<file path="src/inc/afe_cfg_pkg.sv">
package afe_cfg_pkg;
   // register indices (printed offsets), byte address = 4 * index
   localparam logic [3:0] IDX_POWER_TRIM  = 4'h3;
   localparam logic [3:0] IDX_CLAMP_REF   = 4'h4;
   localparam logic [3:0] IDX_SERIAL_OUT  = 4'h5;
   localparam logic [3:0] IDX_SAMPLE_HOLD = 4'h6;
   localparam logic [3:0] IDX_LOCK_STATUS = 4'h7;
   localparam logic [3:0] IDX_PROBE_SEL   = 4'h9;
   localparam logic [3:0] IDX_IRQ_STATUS  = 4'hA;
   localparam logic [3:0] IDX_IRQ_MASK    = 4'hB;

   // values after reset (baseline)
   localparam logic [7:0] RST_POWER_TRIM  = 8'h5B;
   localparam logic [7:0] RST_CLAMP_REF   = 8'h74;
   localparam logic [7:0] RST_SERIAL_OUT  = 8'h0E;
   localparam logic [7:0] RST_SAMPLE_HOLD = 8'h81;
   localparam logic [7:0] RST_PROBE_SEL   = 8'h00;
   localparam logic [7:0] RST_IRQ_MASK    = 8'h00;

   // writable bit masks; other bits read zero
   localparam logic [7:0] WMASK_POWER_TRIM  = 8'hFF;
   localparam logic [7:0] WMASK_CLAMP_REF   = 8'h7F;
   localparam logic [7:0] WMASK_SERIAL_OUT  = 8'h8F;
   localparam logic [7:0] WMASK_SAMPLE_HOLD = 8'h87;
   localparam logic [7:0] WMASK_PROBE_SEL   = 8'h1F;
   localparam logic [7:0] WMASK_IRQ         = 8'h01;

   // field positions
   localparam int TRIM_A_LSB    = 3;
   localparam int TRIM_B_LSB    = 0;
   localparam int CLAMP_BUF_BIT = 6;
   localparam int CLAMP_EN_BIT  = 5;
   localparam int SER_RST_BIT   = 7;
   localparam int SER_QUAD_BIT  = 3;
   localparam int SER_DRV_BIT   = 2;
   localparam int SH_EN_BIT     = 7;
   localparam int REFBUF_LSB    = 1;
   localparam int PROBE_LSB     = 3;

   // clamp reference level codes
   localparam logic [4:0] CLAMP_CODE_MAX = 5'h1D;

   typedef enum logic [1:0] {PWR_QUARTER, PWR_HALF, PWR_THREE_QUARTER, PWR_FULL} power_level_e;
   typedef enum logic [1:0] {REFBUF_30, REFBUF_60, REFBUF_100} refbuf_level_e;
   typedef enum logic [1:0] {PROBE_OFF, PROBE_EVEN, PROBE_ODD, PROBE_TAG_CLK} probe_mode_e;
endpackage

</file>
<file path="src/hdl/afe_config_status_registers.sv">
`timescale 1ns/1ps
module afe_config_status_registers (
   // clock and reset
   input  wire logic        pclk,
   input  wire logic        presetn,
   // apb slave
   input  wire logic        psel,
   input  wire logic        penable,
   input  wire logic        pwrite,
   input  wire logic [7:0]  paddr,
   input  wire logic [31:0] pwdata,
   input  wire logic [3:0]  pstrb,
   output logic [31:0]      prdata,
   output logic             pready,
   output logic             pslverr,
   // internal timing pulses and lock detector
   input  wire logic        false_lock_in,
   input  wire logic        clamp_even,
   input  wire logic        sample_even,
   input  wire logic        clamp_odd,
   input  wire logic        sample_odd,
   input  wire logic        odd_tag,
   input  wire logic        converter_clock,
   // analog controls
   output logic [1:0]       trim_a_level,
   output logic [1:0]       trim_b_level,
   output logic             clamp_ref_buffered,
   output logic             clamp_reference_pin_oe,
   output logic [4:0]       clamp_ref_level,
   output logic             clamp_ref_code_valid,
   output logic             serializer_reset,
   output logic             quad_lane_mode,
   output logic             first_serial_lane_en,
   output logic             middle_serial_lanes_en,
   output logic             fourth_serial_lane_en,
   output logic [1:0]       swing_select,
   output logic             sample_hold_en,
   output logic [1:0]       refbuf_level,
   output logic             timing_probe_pin_a,
   output logic             timing_probe_pin_b,
   // interrupt
   output logic             irq
);
   // non-binary trim decode
   function automatic logic [1:0] trim_decode(input logic [2:0] code);
      logic [1:0] r;
      r = afe_cfg_pkg::PWR_QUARTER;
      if (code == 3'h7) begin
         r = afe_cfg_pkg::PWR_FULL;
      end else if (code[1]) begin
         r = afe_cfg_pkg::PWR_THREE_QUARTER;
      end else if (code[0]) begin
         r = afe_cfg_pkg::PWR_HALF;
      end
      return r;
   endfunction

   function automatic logic [7:0] merge(input logic [7:0] old, input logic [7:0] wd, input logic [7:0] m);
      return (old & ~m) | (wd & m);
   endfunction

   logic [7:0] trim_reg, trim_next;
   logic [7:0] clamp_reg, clamp_next;
   logic [7:0] ser_reg, ser_next;
   logic [7:0] sh_reg, sh_next;
   logic [7:0] probe_reg, probe_next;
   logic [7:0] lock_reg, lock_next;
   logic [7:0] irq_stat_reg, irq_stat_next;
   logic [7:0] irq_mask_reg, irq_mask_next;
   logic [31:0] rdata_next;
   logic        ready_next;
   logic        err_next;
   logic        access;
   logic        wr;
   logic        rd;
   logic        lock_prev_reg;
   logic [3:0]  idx;
   logic        mapped;
   logic        word_ok;
   logic [7:0]  rd_byte;

   assign access = psel & penable & ~pready;
   assign idx    = paddr[5:2];
   assign word_ok = (paddr[1:0] == 2'h0) & (paddr[7:6] == 2'h0);
   assign wr     = psel & penable & pready & pwrite & pstrb[0];
   assign rd     = access & ~pwrite;

   always_comb begin
      mapped  = word_ok;
      rd_byte = 8'h00;
      if (idx == afe_cfg_pkg::IDX_POWER_TRIM) begin
         rd_byte = trim_reg;
      end else if (idx == afe_cfg_pkg::IDX_CLAMP_REF) begin
         rd_byte = clamp_reg;
      end else if (idx == afe_cfg_pkg::IDX_SERIAL_OUT) begin
         rd_byte = ser_reg;
      end else if (idx == afe_cfg_pkg::IDX_SAMPLE_HOLD) begin
         rd_byte = sh_reg;
      end else if (idx == afe_cfg_pkg::IDX_LOCK_STATUS) begin
         rd_byte = lock_reg;
      end else if (idx == afe_cfg_pkg::IDX_PROBE_SEL) begin
         rd_byte = probe_reg;
      end else if (idx == afe_cfg_pkg::IDX_IRQ_STATUS) begin
         rd_byte = irq_stat_reg;
      end else if (idx == afe_cfg_pkg::IDX_IRQ_MASK) begin
         rd_byte = irq_mask_reg;
      end else begin
         mapped = 1'b0;
      end
   end

   // register file next state
   always_comb begin
      trim_next     = trim_reg;
      clamp_next    = clamp_reg;
      ser_next      = ser_reg;
      sh_next       = sh_reg;
      probe_next    = probe_reg;
      irq_mask_next = irq_mask_reg;
      lock_next     = {7'h00, false_lock_in};
      irq_stat_next = irq_stat_reg;
      if (wr && mapped) begin
         if (idx == afe_cfg_pkg::IDX_POWER_TRIM) begin
            trim_next = merge(trim_reg, pwdata[7:0], afe_cfg_pkg::WMASK_POWER_TRIM);
         end else if (idx == afe_cfg_pkg::IDX_CLAMP_REF) begin
            clamp_next = merge(clamp_reg, pwdata[7:0], afe_cfg_pkg::WMASK_CLAMP_REF);
         end else if (idx == afe_cfg_pkg::IDX_SERIAL_OUT) begin
            ser_next = merge(ser_reg, pwdata[7:0], afe_cfg_pkg::WMASK_SERIAL_OUT);
         end else if (idx == afe_cfg_pkg::IDX_SAMPLE_HOLD) begin
            sh_next = merge(sh_reg, pwdata[7:0], afe_cfg_pkg::WMASK_SAMPLE_HOLD);
         end else if (idx == afe_cfg_pkg::IDX_PROBE_SEL) begin
            probe_next = merge(probe_reg, pwdata[7:0], afe_cfg_pkg::WMASK_PROBE_SEL);
         end else if (idx == afe_cfg_pkg::IDX_IRQ_MASK) begin
            irq_mask_next = merge(irq_mask_reg, pwdata[7:0], afe_cfg_pkg::WMASK_IRQ);
         end
      end
      // read clears, a new event in the same cycle wins
      if (rd && mapped && idx == afe_cfg_pkg::IDX_IRQ_STATUS) begin
         irq_stat_next = 8'h00;
      end
      if (false_lock_in && !lock_prev_reg) begin
         irq_stat_next[0] = 1'b1;
      end
   end

   // bus answer, one wait state
   always_comb begin
      ready_next = access;
      err_next   = access & ~mapped;
      rdata_next = 32'h0000_0000;
      if (rd && mapped) begin
         rdata_next = {24'h00_0000, rd_byte};
      end
   end

   // configuration registers
   always_ff @(posedge pclk or negedge presetn) begin
      if (!presetn) begin
         trim_reg  <= afe_cfg_pkg::RST_POWER_TRIM;
         clamp_reg <= afe_cfg_pkg::RST_CLAMP_REF;
         ser_reg   <= afe_cfg_pkg::RST_SERIAL_OUT;
         sh_reg    <= afe_cfg_pkg::RST_SAMPLE_HOLD;
         probe_reg <= afe_cfg_pkg::RST_PROBE_SEL;
      end else begin
         trim_reg  <= trim_next;
         clamp_reg <= clamp_next;
         ser_reg   <= ser_next;
         sh_reg    <= sh_next;
         probe_reg <= probe_next;
      end
   end

   // lock status and interrupt registers
   always_ff @(posedge pclk or negedge presetn) begin
      if (!presetn) begin
         lock_reg      <= 8'h00;
         irq_stat_reg  <= 8'h00;
         irq_mask_reg  <= afe_cfg_pkg::RST_IRQ_MASK;
         lock_prev_reg <= 1'b0;
      end else begin
         lock_reg      <= lock_next;
         irq_stat_reg  <= irq_stat_next;
         irq_mask_reg  <= irq_mask_next;
         lock_prev_reg <= false_lock_in;
      end
   end

   // bus answer registers
   always_ff @(posedge pclk or negedge presetn) begin
      if (!presetn) begin
         prdata  <= 32'h0000_0000;
         pready  <= 1'b0;
         pslverr <= 1'b0;
      end else begin
         prdata  <= rdata_next;
         pready  <= ready_next;
         pslverr <= err_next;
      end
   end

   // decoded controls, registered
   logic [1:0] trim_a_next;
   logic [1:0] trim_b_next;
   logic [1:0] refbuf_next;
   logic       probe_a_next;
   logic       probe_b_next;
   logic       drv_on;
   logic       quad;
   logic       buffered_next;
   logic       pin_oe_next;
   logic [4:0] level_next;
   logic       code_valid_next;
   logic       ser_rst_next;
   logic       quad_next;
   logic       first_en_next;
   logic       middle_en_next;
   logic       fourth_en_next;
   logic [1:0] swing_next;
   logic       sh_en_next;
   logic       irq_next;

   always_comb begin
      trim_a_next = trim_decode(trim_reg[afe_cfg_pkg::TRIM_A_LSB +: 3]);
      trim_b_next = trim_decode(trim_reg[afe_cfg_pkg::TRIM_B_LSB +: 3]);
      quad        = ser_reg[afe_cfg_pkg::SER_QUAD_BIT];
      drv_on      = ser_reg[afe_cfg_pkg::SER_DRV_BIT];
      buffered_next   = clamp_reg[afe_cfg_pkg::CLAMP_BUF_BIT];
      pin_oe_next     = clamp_reg[afe_cfg_pkg::CLAMP_EN_BIT];
      level_next      = clamp_reg[4:0];
      code_valid_next = clamp_reg[4:0] <= afe_cfg_pkg::CLAMP_CODE_MAX;
      ser_rst_next    = ser_reg[afe_cfg_pkg::SER_RST_BIT];
      quad_next       = quad;
      first_en_next   = drv_on & quad;
      middle_en_next  = drv_on;
      fourth_en_next  = drv_on & quad;
      swing_next      = ser_reg[1:0];
      sh_en_next      = sh_reg[afe_cfg_pkg::SH_EN_BIT];
      irq_next        = |(irq_stat_reg & irq_mask_reg);
      case (sh_reg[afe_cfg_pkg::REFBUF_LSB +: 2])
         2'h3:    refbuf_next = afe_cfg_pkg::REFBUF_100;
         2'h0:    refbuf_next = afe_cfg_pkg::REFBUF_30;
         default: refbuf_next = afe_cfg_pkg::REFBUF_60;
      endcase
      case (probe_reg[afe_cfg_pkg::PROBE_LSB +: 2])
         afe_cfg_pkg::PROBE_EVEN: begin
            probe_a_next = clamp_even;
            probe_b_next = sample_even;
         end
         afe_cfg_pkg::PROBE_ODD: begin
            probe_a_next = clamp_odd;
            probe_b_next = sample_odd;
         end
         afe_cfg_pkg::PROBE_TAG_CLK: begin
            probe_a_next = odd_tag;
            probe_b_next = converter_clock;
         end
         default: begin
            probe_a_next = 1'b0;
            probe_b_next = 1'b0;
         end
      endcase
   end

   // analog control outputs
   always_ff @(posedge pclk or negedge presetn) begin
      if (!presetn) begin
         trim_a_level           <= afe_cfg_pkg::PWR_THREE_QUARTER;
         trim_b_level           <= afe_cfg_pkg::PWR_THREE_QUARTER;
         clamp_ref_buffered     <= 1'b1;
         clamp_reference_pin_oe <= 1'b1;
         clamp_ref_level        <= 5'h14;
         clamp_ref_code_valid   <= 1'b1;
         sample_hold_en         <= 1'b1;
         refbuf_level           <= afe_cfg_pkg::REFBUF_30;
      end else begin
         trim_a_level           <= trim_a_next;
         trim_b_level           <= trim_b_next;
         clamp_ref_buffered     <= buffered_next;
         clamp_reference_pin_oe <= pin_oe_next;
         clamp_ref_level        <= level_next;
         clamp_ref_code_valid   <= code_valid_next;
         sample_hold_en         <= sh_en_next;
         refbuf_level           <= refbuf_next;
      end
   end

   // serial output controls
   always_ff @(posedge pclk or negedge presetn) begin
      if (!presetn) begin
         serializer_reset       <= 1'b0;
         quad_lane_mode         <= 1'b1;
         first_serial_lane_en   <= 1'b1;
         middle_serial_lanes_en <= 1'b1;
         fourth_serial_lane_en  <= 1'b1;
         swing_select           <= 2'h2;
      end else begin
         serializer_reset       <= ser_rst_next;
         quad_lane_mode         <= quad_next;
         first_serial_lane_en   <= first_en_next;
         middle_serial_lanes_en <= middle_en_next;
         fourth_serial_lane_en  <= fourth_en_next;
         swing_select           <= swing_next;
      end
   end

   // probe pins and interrupt
   always_ff @(posedge pclk or negedge presetn) begin
      if (!presetn) begin
         timing_probe_pin_a <= 1'b0;
         timing_probe_pin_b <= 1'b0;
         irq                <= 1'b0;
      end else begin
         timing_probe_pin_a <= probe_a_next;
         timing_probe_pin_b <= probe_b_next;
         irq                <= irq_next;
      end
   end
endmodule

</file>
<file path="config.mk">
export PLATFORM = sky130hd
export DESIGN_NAME = afe_config_status_registers
export DESIGN_NICKNAME = d
export VERILOG_FILES = /design/src/inc/afe_cfg_pkg.sv /design/src/hdl/afe_config_status_registers.sv
export SDC_FILE = /design/constraint.sdc
export NUM_CORES = 1
export LEC_CHECK = 0
export BUFFER_PORTS_ARGS = -buffer_cell sky130_fd_sc_hd__buf_4
export CORE_MARGIN = 3
export CORE_UTILIZATION = 44
export CTS_CLUSTER_DIAMETER = 30
export DETAILED_ROUTE_END_ITERATION = 7
export PLACE_DENSITY = 0.87
export REMOVE_ABC_BUFFERS = 1
export SETUP_SLACK_MARGIN = 0.4
export SYNTH_ARGS = -nofsm -noshare
export SYNTH_HDL_FRONTEND = slang
export SYNTH_SLANG_ARGS = --single-unit
</file>
<file path="constraint.sdc">
create_clock -name pclk -period 1.35 [get_ports pclk]
set_input_delay 0.3375 -clock pclk [delete_from_list [all_inputs] [get_ports pclk]]
set_output_delay 0.3375 -clock pclk [all_outputs]
set_load 0.1 [all_outputs]
</file>
==> results of run 1 <==
layout by cell type, fill, tap and decap left out, drive strengths merged, types with 2 or more instances in the layout:
master | netlist | routed
a211oi | 4 | 4
a21boi | 2 | 2
a21oi | 4 | 4
a22oi | 5 | 5
buf | 30 | 104
clkbuf | 3 | 9
clkinv | 0 | 5
conb | 1 | 24
dfrtp | 40 | 40
dfstp | 26 | 26
inv | 9 | 9
mux2 | 31 | 31
nand2 | 15 | 15
nand2b | 7 | 7
nand3 | 4 | 4
nor2 | 8 | 8
nor2b | 2 | 2
nor3 | 6 | 6
nor4 | 3 | 3
o21ai | 6 | 6
o21bai | 4 | 4
o22ai | 4 | 4
o31ai | 2 | 2
or4 | 2 | 2
cell type report:
type	instances	area (um^2)
multi-input cells	144	1180
inverters	9	33.8
flip-flops and latches	66	1690
clock buffers	9	124
repair buffers	104	1290
fillers	413	1690
clock inverters	7	70.1
well taps	75	93.8
metrics by stage:
| stage | setup TNS, ns | setup slack [ns] | util (%) |
|---|---|---|---|
| floorplan | -27.13 | -0.841 | - |
| global placement | -27.52 | -0.762 | 58.3 |
| detailed placement | -29.02 | -0.810 | 58.3 |
| CTS | -7.67 | -0.252 | 71.8 |
| global route | -10.02 | -0.298 | 72.7 |
| finish | -8.68 | -0.293 | 72.7 |
logic make-up (layout without fill, tap and decap cells):
| kind of cell | after synthesis | after routing | synth area share, % |
|---|---|---|---|
| AO/OA/AOI/OAI | 34 | 34 | 8.60 |
| adder cells (fa/ha/maj) | 1 | 1 | 0.430 |
| buffers and inverters | 42 | 129 | 9.25 |
| flip-flops | 66 | 66 | 57.9 |
| multiplexers | 32 | 32 | 12.3 |
| other | 1 | 24 | 0.129 |
| AND/OR/NAND/NOR | 53 | 53 | 11.4 |
final timing paths:
kind,end,startpoint,depth (start not counted),slack [ns]
max in group asynchronous,quad_lane_mode$_DFF_PN1_,presetn,2,0.90
min in group pclk,lock_reg[0]$_DFF_PN0_,false_lock_in,1,0.11
setup / recovery,prdata[0]$_DFF_PN0_,paddr[6],5,-0.29
hold / removal,refbuf_level[1]$_DFF_PN0_,presetn,1,-0.08
setup reg to reg,prdata[0]$_DFF_PN0_,pready$_DFF_PN0_,3,-0.19
hold reg to reg,sample_hold_en$_DFF_PN1_,sh_reg[7]$_DFFE_PN1P_,0,0.37
metal layers:
layer / routed length [um] / vias up / GRT usage (%)
li1: - / 950 / -
met1: 2920 / 1095 / 24.6
met2: 4010 / 87 / 35.9
met3: 472 / 12 / 6.72
met4: 104 / 0 / 7.25
met5: 0 / - / 0
what timing repair did:
action / in CTS / in global routing
pin swaps: 10 / 5
endpoints found under the setup margin: 77 / 77
resized for setup: 149 / 10
setup buffers: 6 / 3
cloned: 0 / 0
hold endpoints to repair: 20 / 20
worst reg2reg max path, cell delays in order (launching register included):
cell,delay [ns]
dfrtp_2,0.44
or4_4,0.56
nand2b_4,0.23
a211oi_2,0.21
synthesized netlist by cell type:
master,instances
a32oi_1,1
o21bai_1,4
nand2b_2,1
dfrtp_1,40
nand3b_1,1
a311o_1,1
clkbuf_1,3
buf_4,25
buf_2,2
o2bb2ai_1,1
and2_1,1
buf_6,2
nor3_1,5
a211oi_2,4
o22ai_1,4
buf_1,1
mux2_2,31
nor2b_1,2
nand4_1,1
a22oi_1,5
and3_1,1
and2b_2,1
or4_1,2
nor4_4,3
a21oi_1,4
inv_1,9
o31ai_1,2
o21ai_0,6
nand2b_4,1
nor2_1,8
and3b_1,1
nand2_1,15
conb_1,1
nand2b_1,5
dfstp_2,26
mux2i_1,1
nand3_1,4
nor3_2,1
ha_1,1
a21boi_0,2
power by group through the flow:
| stage | Sequential (mW) | Clock [mW] | Combinational, mW |
|---|---|---|---|
| after global placement | 2.03 | 0 | 0.605 |
| after global routing | 2.00 | 1.73 | 0.695 |
| after CTS | 2.00 | 1.64 | 0.648 |
| after floorplan | 2.06 | 0 | 0.357 |
| final | 2.00 | 1.62 | 0.663 |
| after detailed placement | 2.03 | 0 | 0.614 |
==> out/qor.csv, run 1 <==
stage,metric,value,unit
setup_path,critical_path_buf_inv_count,1,
finish,syn2layout_area_growth,54.0,%
sta,final.period_utilization,122,%
power,combPwrFrac,15.5,%
global_routing,grt_pass1_vias,2312,
setup_path,start_kind,primary input,
floorplan,fp.dieW,87.3,um
logic_synthesis,synth_seq_cells,66,
routing,postRouteAntennaNets,0,
routing,wirelength,7500,um
sta,final_max_slew_viol_count,0,
logic_synthesis,synth_seq_area_share,57.9,%
floorplan,core,6170,um^2
clock_network,htree_levels,3,
sta,worst_clock_skew,0.00629,ns
placed_design,dp.cells,389,
power,p_leak,2.10,nW
floorplan,start_util,47.2,%
routing,drc,0,
power,p_clk_share,37.8,%
routing,first_iter_violations,98,
sta,final-setup-viol-count,53,
global_routing,grt_start_max_net_pins,29,
finish,drive_gt1_share,60.5,%
global_routing,grt_antenna_before_repair,0,
placed_design,io_buffers,63,
logic_synthesis,synth_area_leader_cell,dfrtp_1,
floorplan,ios,115,
run_status,failed_checks,"negative hold slack, negative setup slack",
global_routing,grt_use_total,20.9,%
floorplan,rows,28,
setup_path,slowest_delay,0.56,ns
placed_design,gp_congestion,0.906,
power,p_int,3.01,mW
logic_synthesis,synth.avg_cell_area,12.7,um^2
clock_network,cts.sinks,66,
clock_network,cts_tree,yes,
power,sw_frac_of_total,29.6,%
floorplan,die_area,7620,um^2
power,ir_drop,0.744,mV
setup_path,crit_fanout,8,
hold_path,min_path_type,in -> async,
logic_synthesis,yosysWarnings,0,
sta,setup_slack,-0.293,ns
clock_network,cts-root-buf,clkbuf_8,
setup_path,slowest_stage,or4_4,
power,power,4.28,mW
clock_network,cts_buffer_depth,2,
routing,routed-via-count,2144,
clock_network,insertion_delay,0.34,ns
setup_path,cp_top_family,simple AND/OR/NAND/NOR gates,
routing,wl_per_cell,18.1,um
logic_synthesis,postSynthCellCount,229,
logic_synthesis,synth_area_leaders,"dfrtp_1, dfstp_2, mux2_2",
setup_path,crit_top_cell,or4_4,
floorplan,die_y,87.3,um
logic_synthesis,post-synth-top-area-fraction,34.4,%
routing,first_pass_iters,4,
clock_network,numCtsBuffers,9,
clock_network,clk_pin_slew_worst_paths,0.07,ns
global_routing,overflow,0,
power,switchingPower,1.27,mW
finish,fin_area,4480,um^2
sta,hold_viol,20,
setup_path,crit_arrival,1.89,ns
sta,hold_slack,-0.0758,ns
placed_design,hpwl,4880,um
sta,rsz0062_at_grt,true,
finish,fin_cells,414,
routing,vias_per_cell,5.18,
sta,max_freq,609,MHz
finish,finalNetCount,391,
logic_synthesis,synth.distinct_cells,40,
setup_path,cp_cell_sequence,"buf_6, or4_4, or4_4, nand2b_4, a211oi_2",
run_status,outcome,finished with violations,
setup_path,crit_type,in -> reg,
finish,diodes,0,
global_routing,grt_pass1_wl,12000,um
sta,min_period,1.64,ns
power,powerDensity,955,nW/um^2
logic_synthesis,syn_area,2910,um^2
setup_path,cp_data_required_time,1.59,ns
placed_design,dpl_cell_area,3590,um^2
power,sequentialPowerShare,46.7,%
setup_path,cp-end-kind,flop,
job,maxCapViolCount,0,
(Power assumes the default switching activity.)
==> inputs of run 2 (changes only) <==
--- a/config.mk
+++ b/config.mk
@@ -8,6 +8,7 @@
 export BUFFER_PORTS_ARGS = -buffer_cell sky130_fd_sc_hd__buf_4
 export CORE_MARGIN = 3
 export CORE_UTILIZATION = 44
+export CTS_BUF_LIST = sky130_fd_sc_hd__clkbuf_16
 export CTS_CLUSTER_DIAMETER = 30
 export DETAILED_ROUTE_END_ITERATION = 7
 export PLACE_DENSITY = 0.87
==> out/qor.csv, run 2 (synthesized netlist as in run 1, its figures left out) <==
stage,metric,value,unit,change
run_status,outcome,finished with violations,,unchanged
run_status,failed_checks,"negative hold slack, negative setup slack",,unchanged
floorplan,ios,115,,unchanged
routing,postRouteAntennaNets,0,,unchanged
power,switchingPower,1.36,mW,was 1.27 mW
setup_path,cp-end-kind,flop,,unchanged
clock_network,htree_levels,3,,unchanged
setup_path,rr_endpoint,ser_reg[7]$_DFFE_PN0P_,,was prdata[0]$_DFF_PN0_
routing,routed-via-count,2162,,was 2144
global_routing,grt_pass1_vias,2348,,was 2312
finish,finalNetCount,391,,unchanged
clock_network,cts_tree,yes,,unchanged
clock_network,insertion_delay,0.33,ns,was 0.34 ns
setup_path,start_kind,primary input,,unchanged
global_routing,grt_use_total,21.5,%,was 20.9%
setup_path,crit_type,in -> reg,,unchanged
sta,setup_slack,-0.295,ns,was -0.293 ns
routing,vias_per_cell,5.22,,was 5.18
setup_path,startpoint,paddr[6],,unchanged
finish,post-route-util,74.8,%,was 72.7%
global_routing,grt_pass1_wl,12200,um,was 12000 um
placed_design,hpwl,4880,um,unchanged
power,p_int,3.59,mW,was 3.01 mW
power,sw_frac_of_total,27.4,%,was 29.6%
clock_network,numCtsBuffers,9,,unchanged
sta,min_period,1.64,ns,about the same
setup_path,cp_data_required_time,1.60,ns,was 1.59 ns
clock_network,cts.sinks,66,,unchanged
setup_path,crit_arrival,1.90,ns,was 1.89 ns
floorplan,die_area,7620,um^2,unchanged
finish,fin_area,4610,um^2,was 4480 um^2
setup_path,regToRegStartpoint,pready$_DFF_PN0_,,unchanged
floorplan,start_util,47.2,%,unchanged
setup_path,r2r_slack,-0.19,ns,about the same
power,p_leak,2.14,nW,was 2.10 nW
sta,max_freq,608,MHz,was 609 MHz
hold_path,min_path_type,in -> async,,unchanged
sta,final.period_utilization,122,%,about the same
sta,final_max_slew_viol_count,0,,unchanged
power,powerDensity,1070,nW/um^2,was 955 nW/um^2
routing,wl_per_cell,18.5,um,was 18.1 um
placed_design,gp_congestion,0.906,,unchanged
global_routing,grt_start_max_net_pins,29,,unchanged
finish,mostFrequentLayoutCells,"buf_4, dfrtp_1, buf_12",,unchanged
clock_network,cts_buffer_depth,2,,unchanged
setup_path,crit_fanout,7,,was 8
job,maxCapViolCount,0,,unchanged
finish,drive_gt1_share,60.8,%,was 60.5%
routing,first_pass_iters,4,,unchanged
routing,wirelength,7670,um,was 7500 um
placed_design,dp_slack,-0.810,ns,unchanged
floorplan,die_y,87.3,um,unchanged
routing,drc,0,,unchanged
power,combPwrFrac,13.5,%,was 15.5%
placed_design,io_buffers,63,,unchanged
sta,hold_slack,-0.0540,ns,was -0.0758 ns
finish,final_common_cell,buf_4,,unchanged
clock_network,clk_pin_slew_worst_paths,0.05,ns,was 0.07 ns
floorplan,fp.dieW,87.3,um,unchanged
routing,first_iter_violations,143,,was 98
global_routing,grt_antenna_before_repair,0,,unchanged
floorplan,rows,28,,unchanged
power,power,4.95,mW,was 4.28 mW
power,sequentialPowerShare,40.5,%,was 46.7%
sta,final-setup-viol-count,53,,unchanged
power,p_clk_share,46.1,%,was 37.8%
clock_network,cts-root-buf,clkbuf_16,,was clkbuf_8
floorplan,core,6170,um^2,unchanged
global_routing,overflow,0,,unchanged
sta,worst_clock_skew,0.00433,ns,was 0.00629 ns
placed_design,dpl_cell_area,3590,um^2,unchanged
sta,hold_viol,20,,unchanged
power,ir_drop,1.34,mV,was 0.744 mV
finish,syn2layout_area_growth,58.5,%,was 54.0%
sta,rsz0062_at_grt,true,,unchanged
setup_path,endpoint,trim_reg[6]$_DFFE_PN1P_,,was prdata[0]$_DFF_PN0_
finish,diodes,0,,unchanged
sta,timing.setup.tns,-9.43,ns,was -8.68 ns
setup_path,r2r_cells,6,,was 3
-- run 2: cell counts in the layout (fill, tap and decap cells not counted) --
Identical to the previous run, type by type.
-- run 2: per-layer routing --
layer / part of all wire (%) / global-route usage, %
met5: 0 / 0
met4: 2.2 / 8.51
met3: 8.2 / 7.76
met2: 52 / 35.6
met1: 38 / 25.4
-- run 2: power by group through the flow --
| stage | logic (mW) | registers (mW) | clock network (mW) |
|---|---|---|---|
| 2_1_floorplan | 0.357 | 2.06 | 0 |
| 3_3_place_gp | 0.605 | 2.03 | 0 |
| 3_5_place_dp | 0.614 | 2.03 | 0 |
| 4_1_cts | 0.647 | 2.00 | 2.29 |
| 5_1_grt | 0.698 | 2.00 | 2.41 |
| 6_report | 0.666 | 2.00 | 2.28 |
-- run 2: repair_timing --
action                                  CTS  global route
endpoints found under the setup margin   77            77
hold endpoints to repair                 20            20
pin swaps                                10             4
setup buffers                             4             5
gates resized for setup                 146            18
-- run 2: cell type report --
cell class                      instances  area (um^2)
Clock buffer                            9          225
Sequential cell                        66         1690
Clock inverter                          7         70.1
Fill cell                             381         1550
Timing Repair Buffer                  104         1300
Multi-Input combinational cell        144         1210
Inverter                                9         33.8
Tap cell                               75         93.8
-- run 2: through the flow --
stage          hold slack, ns  instances
6_report              -0.0540        414
5_1_grt               -0.0395        414
4_1_cts               -0.0493        409
3_5_place_dp            0.298        389
3_3_place_gp            0.288        389
2_1_floorplan          0.0419        219
-- run 2: worst min path at each step --
stage,from,end,depth (start not counted)
floorplan,presetn,clamp_ref_level[0]$_DFF_PN0_,0
global placement,presetn,refbuf_level[1]$_DFF_PN0_,1
detailed placement,presetn,refbuf_level[1]$_DFF_PN0_,1
CTS,presetn,refbuf_level[1]$_DFF_PN0_,1
global route,presetn,refbuf_level[1]$_DFF_PN0_,1
finish,presetn,refbuf_level[1]$_DFF_PN0_,1
-- run 2: worst max-delay path, cell delays in order --
cell and delay, ns:
buf_6 0.09, or4_4 0.57, buf_6 0.16, nor4_4 0.25
buf_6 0.19, mux2_4 0.31
==> inputs of run 3 (changes only) <==
--- a/config.mk
+++ b/config.mk
@@ -5,13 +5,15 @@
 export SDC_FILE = /design/constraint.sdc
 export NUM_CORES = 1
 export LEC_CHECK = 0
-export BUFFER_PORTS_ARGS = -buffer_cell sky130_fd_sc_hd__buf_4
+export BUFFER_PORTS_ARGS = -buffer_cell sky130_fd_sc_hd__buf_2
 export CORE_MARGIN = 3
 export CORE_UTILIZATION = 44
 export CTS_BUF_LIST = sky130_fd_sc_hd__clkbuf_16
 export CTS_CLUSTER_DIAMETER = 30
 export DETAILED_ROUTE_END_ITERATION = 7
+export GPL_TIMING_DRIVEN = 0
 export PLACE_DENSITY = 0.87
+export RECOVER_POWER = 100
 export REMOVE_ABC_BUFFERS = 1
 export SETUP_SLACK_MARGIN = 0.4
 export SYNTH_ARGS = -nofsm -noshare
==> out/qor.csv, run 3 (synthesized netlist as in run 1, its figures left out) <==
stage,metric,value,unit,change
sta,worst_clock_skew,0.00447,ns,was 0.00433 ns
clock_network,insertion_delay,0.33,ns,about the same
setup_path,r2r_slack,-0.32,ns,was -0.19 ns
setup_path,cp-end-kind,flop,,unchanged
setup_path,cp_cell_sequence,"buf_6, or4_4, nor4_4, buf_4, buf_4, buf_6, nand2_8, mux2_4",,"was buf_6, or4_4, buf_6, nor4_4, buf_6, mux2_4"
power,power,4.94,mW,was 4.95 mW
power,sequentialPowerShare,40.5,%,about the same
global_routing,grt_pass1_vias,2071,,was 2348
sta,worst_pin_slew,1.57,ns,
routing,vias_per_cell,5.22,,about the same
clock_network,clk_pin_slew_worst_paths,0.05,ns,about the same
sta,min_period,1.73,ns,was 1.64 ns
hold_path,min_path_type,in -> reg,,was in -> async
clock_network,cts-root-buf,clkbuf_16,,unchanged
finish,syn2layout_area_growth,40.0,%,was 58.5%
sta,final.period_utilization,128,%,was 122%
sta,rsz0062_at_grt,true,,unchanged
sta,final_max_slew_viol_count,67,,was 0
run_status,failed_checks,"max-capacitance violations, max-slew violations, negative setup slack",,"was negative hold slack, negative setup slack"
finish,drive_gt1_share,51.6,%,was 60.8%
sta,setup_slack,-0.377,ns,was -0.295 ns
clock_network,cts.sinks,66,,unchanged
clock_network,htree_levels,3,,unchanged
routing,drc,0,,unchanged
setup_path,start_kind,primary input,,unchanged
clock_network,cts_tree,yes,,unchanged
setup_path,crit_arrival,1.94,ns,was 1.90 ns
job,maxCapViolCount,1,,was 0
finish,diodes,0,,unchanged
power,combPwrFrac,11.2,%,was 13.5%
power,p_leak,1.93,nW,was 2.14 nW
floorplan,ios,115,,unchanged
power,ir_drop,1.03,mV,was 1.34 mV
finish,mostFrequentLayoutCells,"dfrtp_1, buf_6, mux2_2",,"was buf_4, dfrtp_1, buf_12"
setup_path,cp_data_required_time,1.56,ns,was 1.60 ns
sta,timing.setup.tns,-11.61,ns,was -9.43 ns
floorplan,core,6170,um^2,unchanged
routing,wirelength,6780,um,was 7670 um
hold_path,hp-start,false_lock_in,,
finish,fin_cells,389,,was 414
floorplan,die_y,87.3,um,unchanged
placed_design,dp.cells,357,,was 389
setup_path,critical_path_buf_inv_count,4,,was 3
sta,max_freq,579,MHz,was 608 MHz
setup_path,r2r_cells,7,,was 6
finish,area.sequential,1690,um^2,about the same
setup_path,cp_top_family,simple AND/OR/NAND/NOR gates,,unchanged
placed_design,gp_congestion,0.880,,was 0.906
sta,hold_slack,0.151,ns,was -0.0540 ns
hold_path,min_to,lock_reg[0]$_DFF_PN0_,,
routing,routed-via-count,2032,,was 2162
global_routing,grt_antenna_before_repair,0,,unchanged
floorplan,fp.dieW,87.3,um,unchanged
global_routing,grt_pass1_wl,10400,um,was 12200 um
finish,multiInputGateArea,1140,um^2,was 1210 um^2
setup_path,regToRegStartpoint,pready$_DFF_PN0_,,unchanged
power,switchingPower,1.27,mW,was 1.36 mW
power,sw_frac_of_total,25.7,%,was 27.4%
setup_path,rr_endpoint,probe_reg[3]$_DFFE_PN0P_,,was ser_reg[7]$_DFFE_PN0P_
finish,finalNetCount,366,,was 391
global_routing,grt_start_max_net_pins,67,,was 29
floorplan,rows,28,,unchanged
power,p_clk_share,48.3,%,was 46.1%
floorplan,die_area,7620,um^2,unchanged
power,powerDensity,1210,nW/um^2,was 1070 nW/um^2
sta,hold_viol,0,,was 20
clock_network,cts_buffer_depth,2,,unchanged
floorplan,start_util,47.2,%,unchanged
routing,wl_per_cell,17.4,um,was 18.5 um
placed_design,hpwl,4030,um,was 4880 um
power,p_int,3.67,mW,was 3.59 mW
clock_network,numCtsBuffers,9,,unchanged
sta,slew-limit-headroom,-4.99,%,
run_status,outcome,finished with violations,,unchanged
setup_path,crit_type,in -> reg,,unchanged
global_routing,overflow,0,,unchanged
routing,first_iter_violations,146,,was 143
setup_path,slowest_stage,or4_4,,unchanged
global_routing,grt_use_total,18.3,%,was 21.5%
finish,final_common_cell,dfrtp_1,,was buf_4
clock_network,ctsHoldBuffers,0,,
routing,first_pass_iters,4,,unchanged
setup_path,crit_fanout,5,,was 7
routing,postRouteAntennaNets,0,,unchanged
setup_path,slowest_delay,0.57,ns,about the same
placed_design,io_buffers,63,,unchanged
hold_path,min_path_cells,1,,
finish,n_fill_cell,435,,was 381
sta,final-setup-viol-count,53,,unchanged
run 3: cell type report:
cell class / instances / area share, %
Sequential cell: 66 / 41.4
Multi-Input combinational cell: 144 / 28.0
Timing Repair Buffer: 79 / 19.8
Clock buffer: 9 / 5.53
Tap cell: 75 / 2.30
Clock inverter: 7 / 2.09
Inverter: 9 / 0.829
run 3: how the worst max path moves through the flow:
stage	depth (start not counted)	endpoint	from	slack, ns
global placement	5	ser_reg[0]$_DFFE_PN0P_	paddr[1]	-1.01
CTS	7	ser_reg[7]$_DFFE_PN0P_	paddr[6]	-0.28
finish	8	probe_reg[3]$_DFFE_PN0P_	paddr[6]	-0.38
floorplan	3	trim_reg[7]$_DFFE_PN0P_	pready$_DFF_PN0_	-0.84
global route	7	ser_reg[7]$_DFFE_PN0P_	paddr[6]	-0.43
detailed placement	5	ser_reg[0]$_DFFE_PN0P_	paddr[1]	-1.05
run 3: metal layers:
metal,vias up,part of all wire (%),GRT usage [%]
met4,0,1.5,6.83
li1,911,-,-
met2,90,52,30.1
met5,-,0,0
met3,11,7.5,6.53
met1,1020,39,21.9
run 3: repair_timing:
| item | CTS | global route |
|---|---|---|
| resized for setup | 168 | 17 |
| buffers inserted | 12 | 4 |
| endpoints found under the setup margin | 143 | 77 |
| pin swaps | 12 | 3 |
run 3: metrics by stage:
step / setup WS [ns] / cell area [um^2] / util, %
after floorplan: -0.841 / 2760 / -
after global placement: -1.01 / 3170 / 51.4
after detailed placement: -1.05 / 3170 / 51.4
after CTS: -0.282 / 4180 / 67.8
after global routing: -0.433 / 4070 / 66.1
final: -0.377 / 4070 / 66.1
run 3: power by group through the flow:
stage	Sequential [mW]	Clock, mW	Combinational, mW
after CTS	2.00	2.42	0.547
after global placement	2.03	0	0.509
after global routing	2.00	2.53	0.580
after floorplan	2.06	0	0.357
after detailed placement	2.03	0	0.514
final	2.00	2.39	0.553
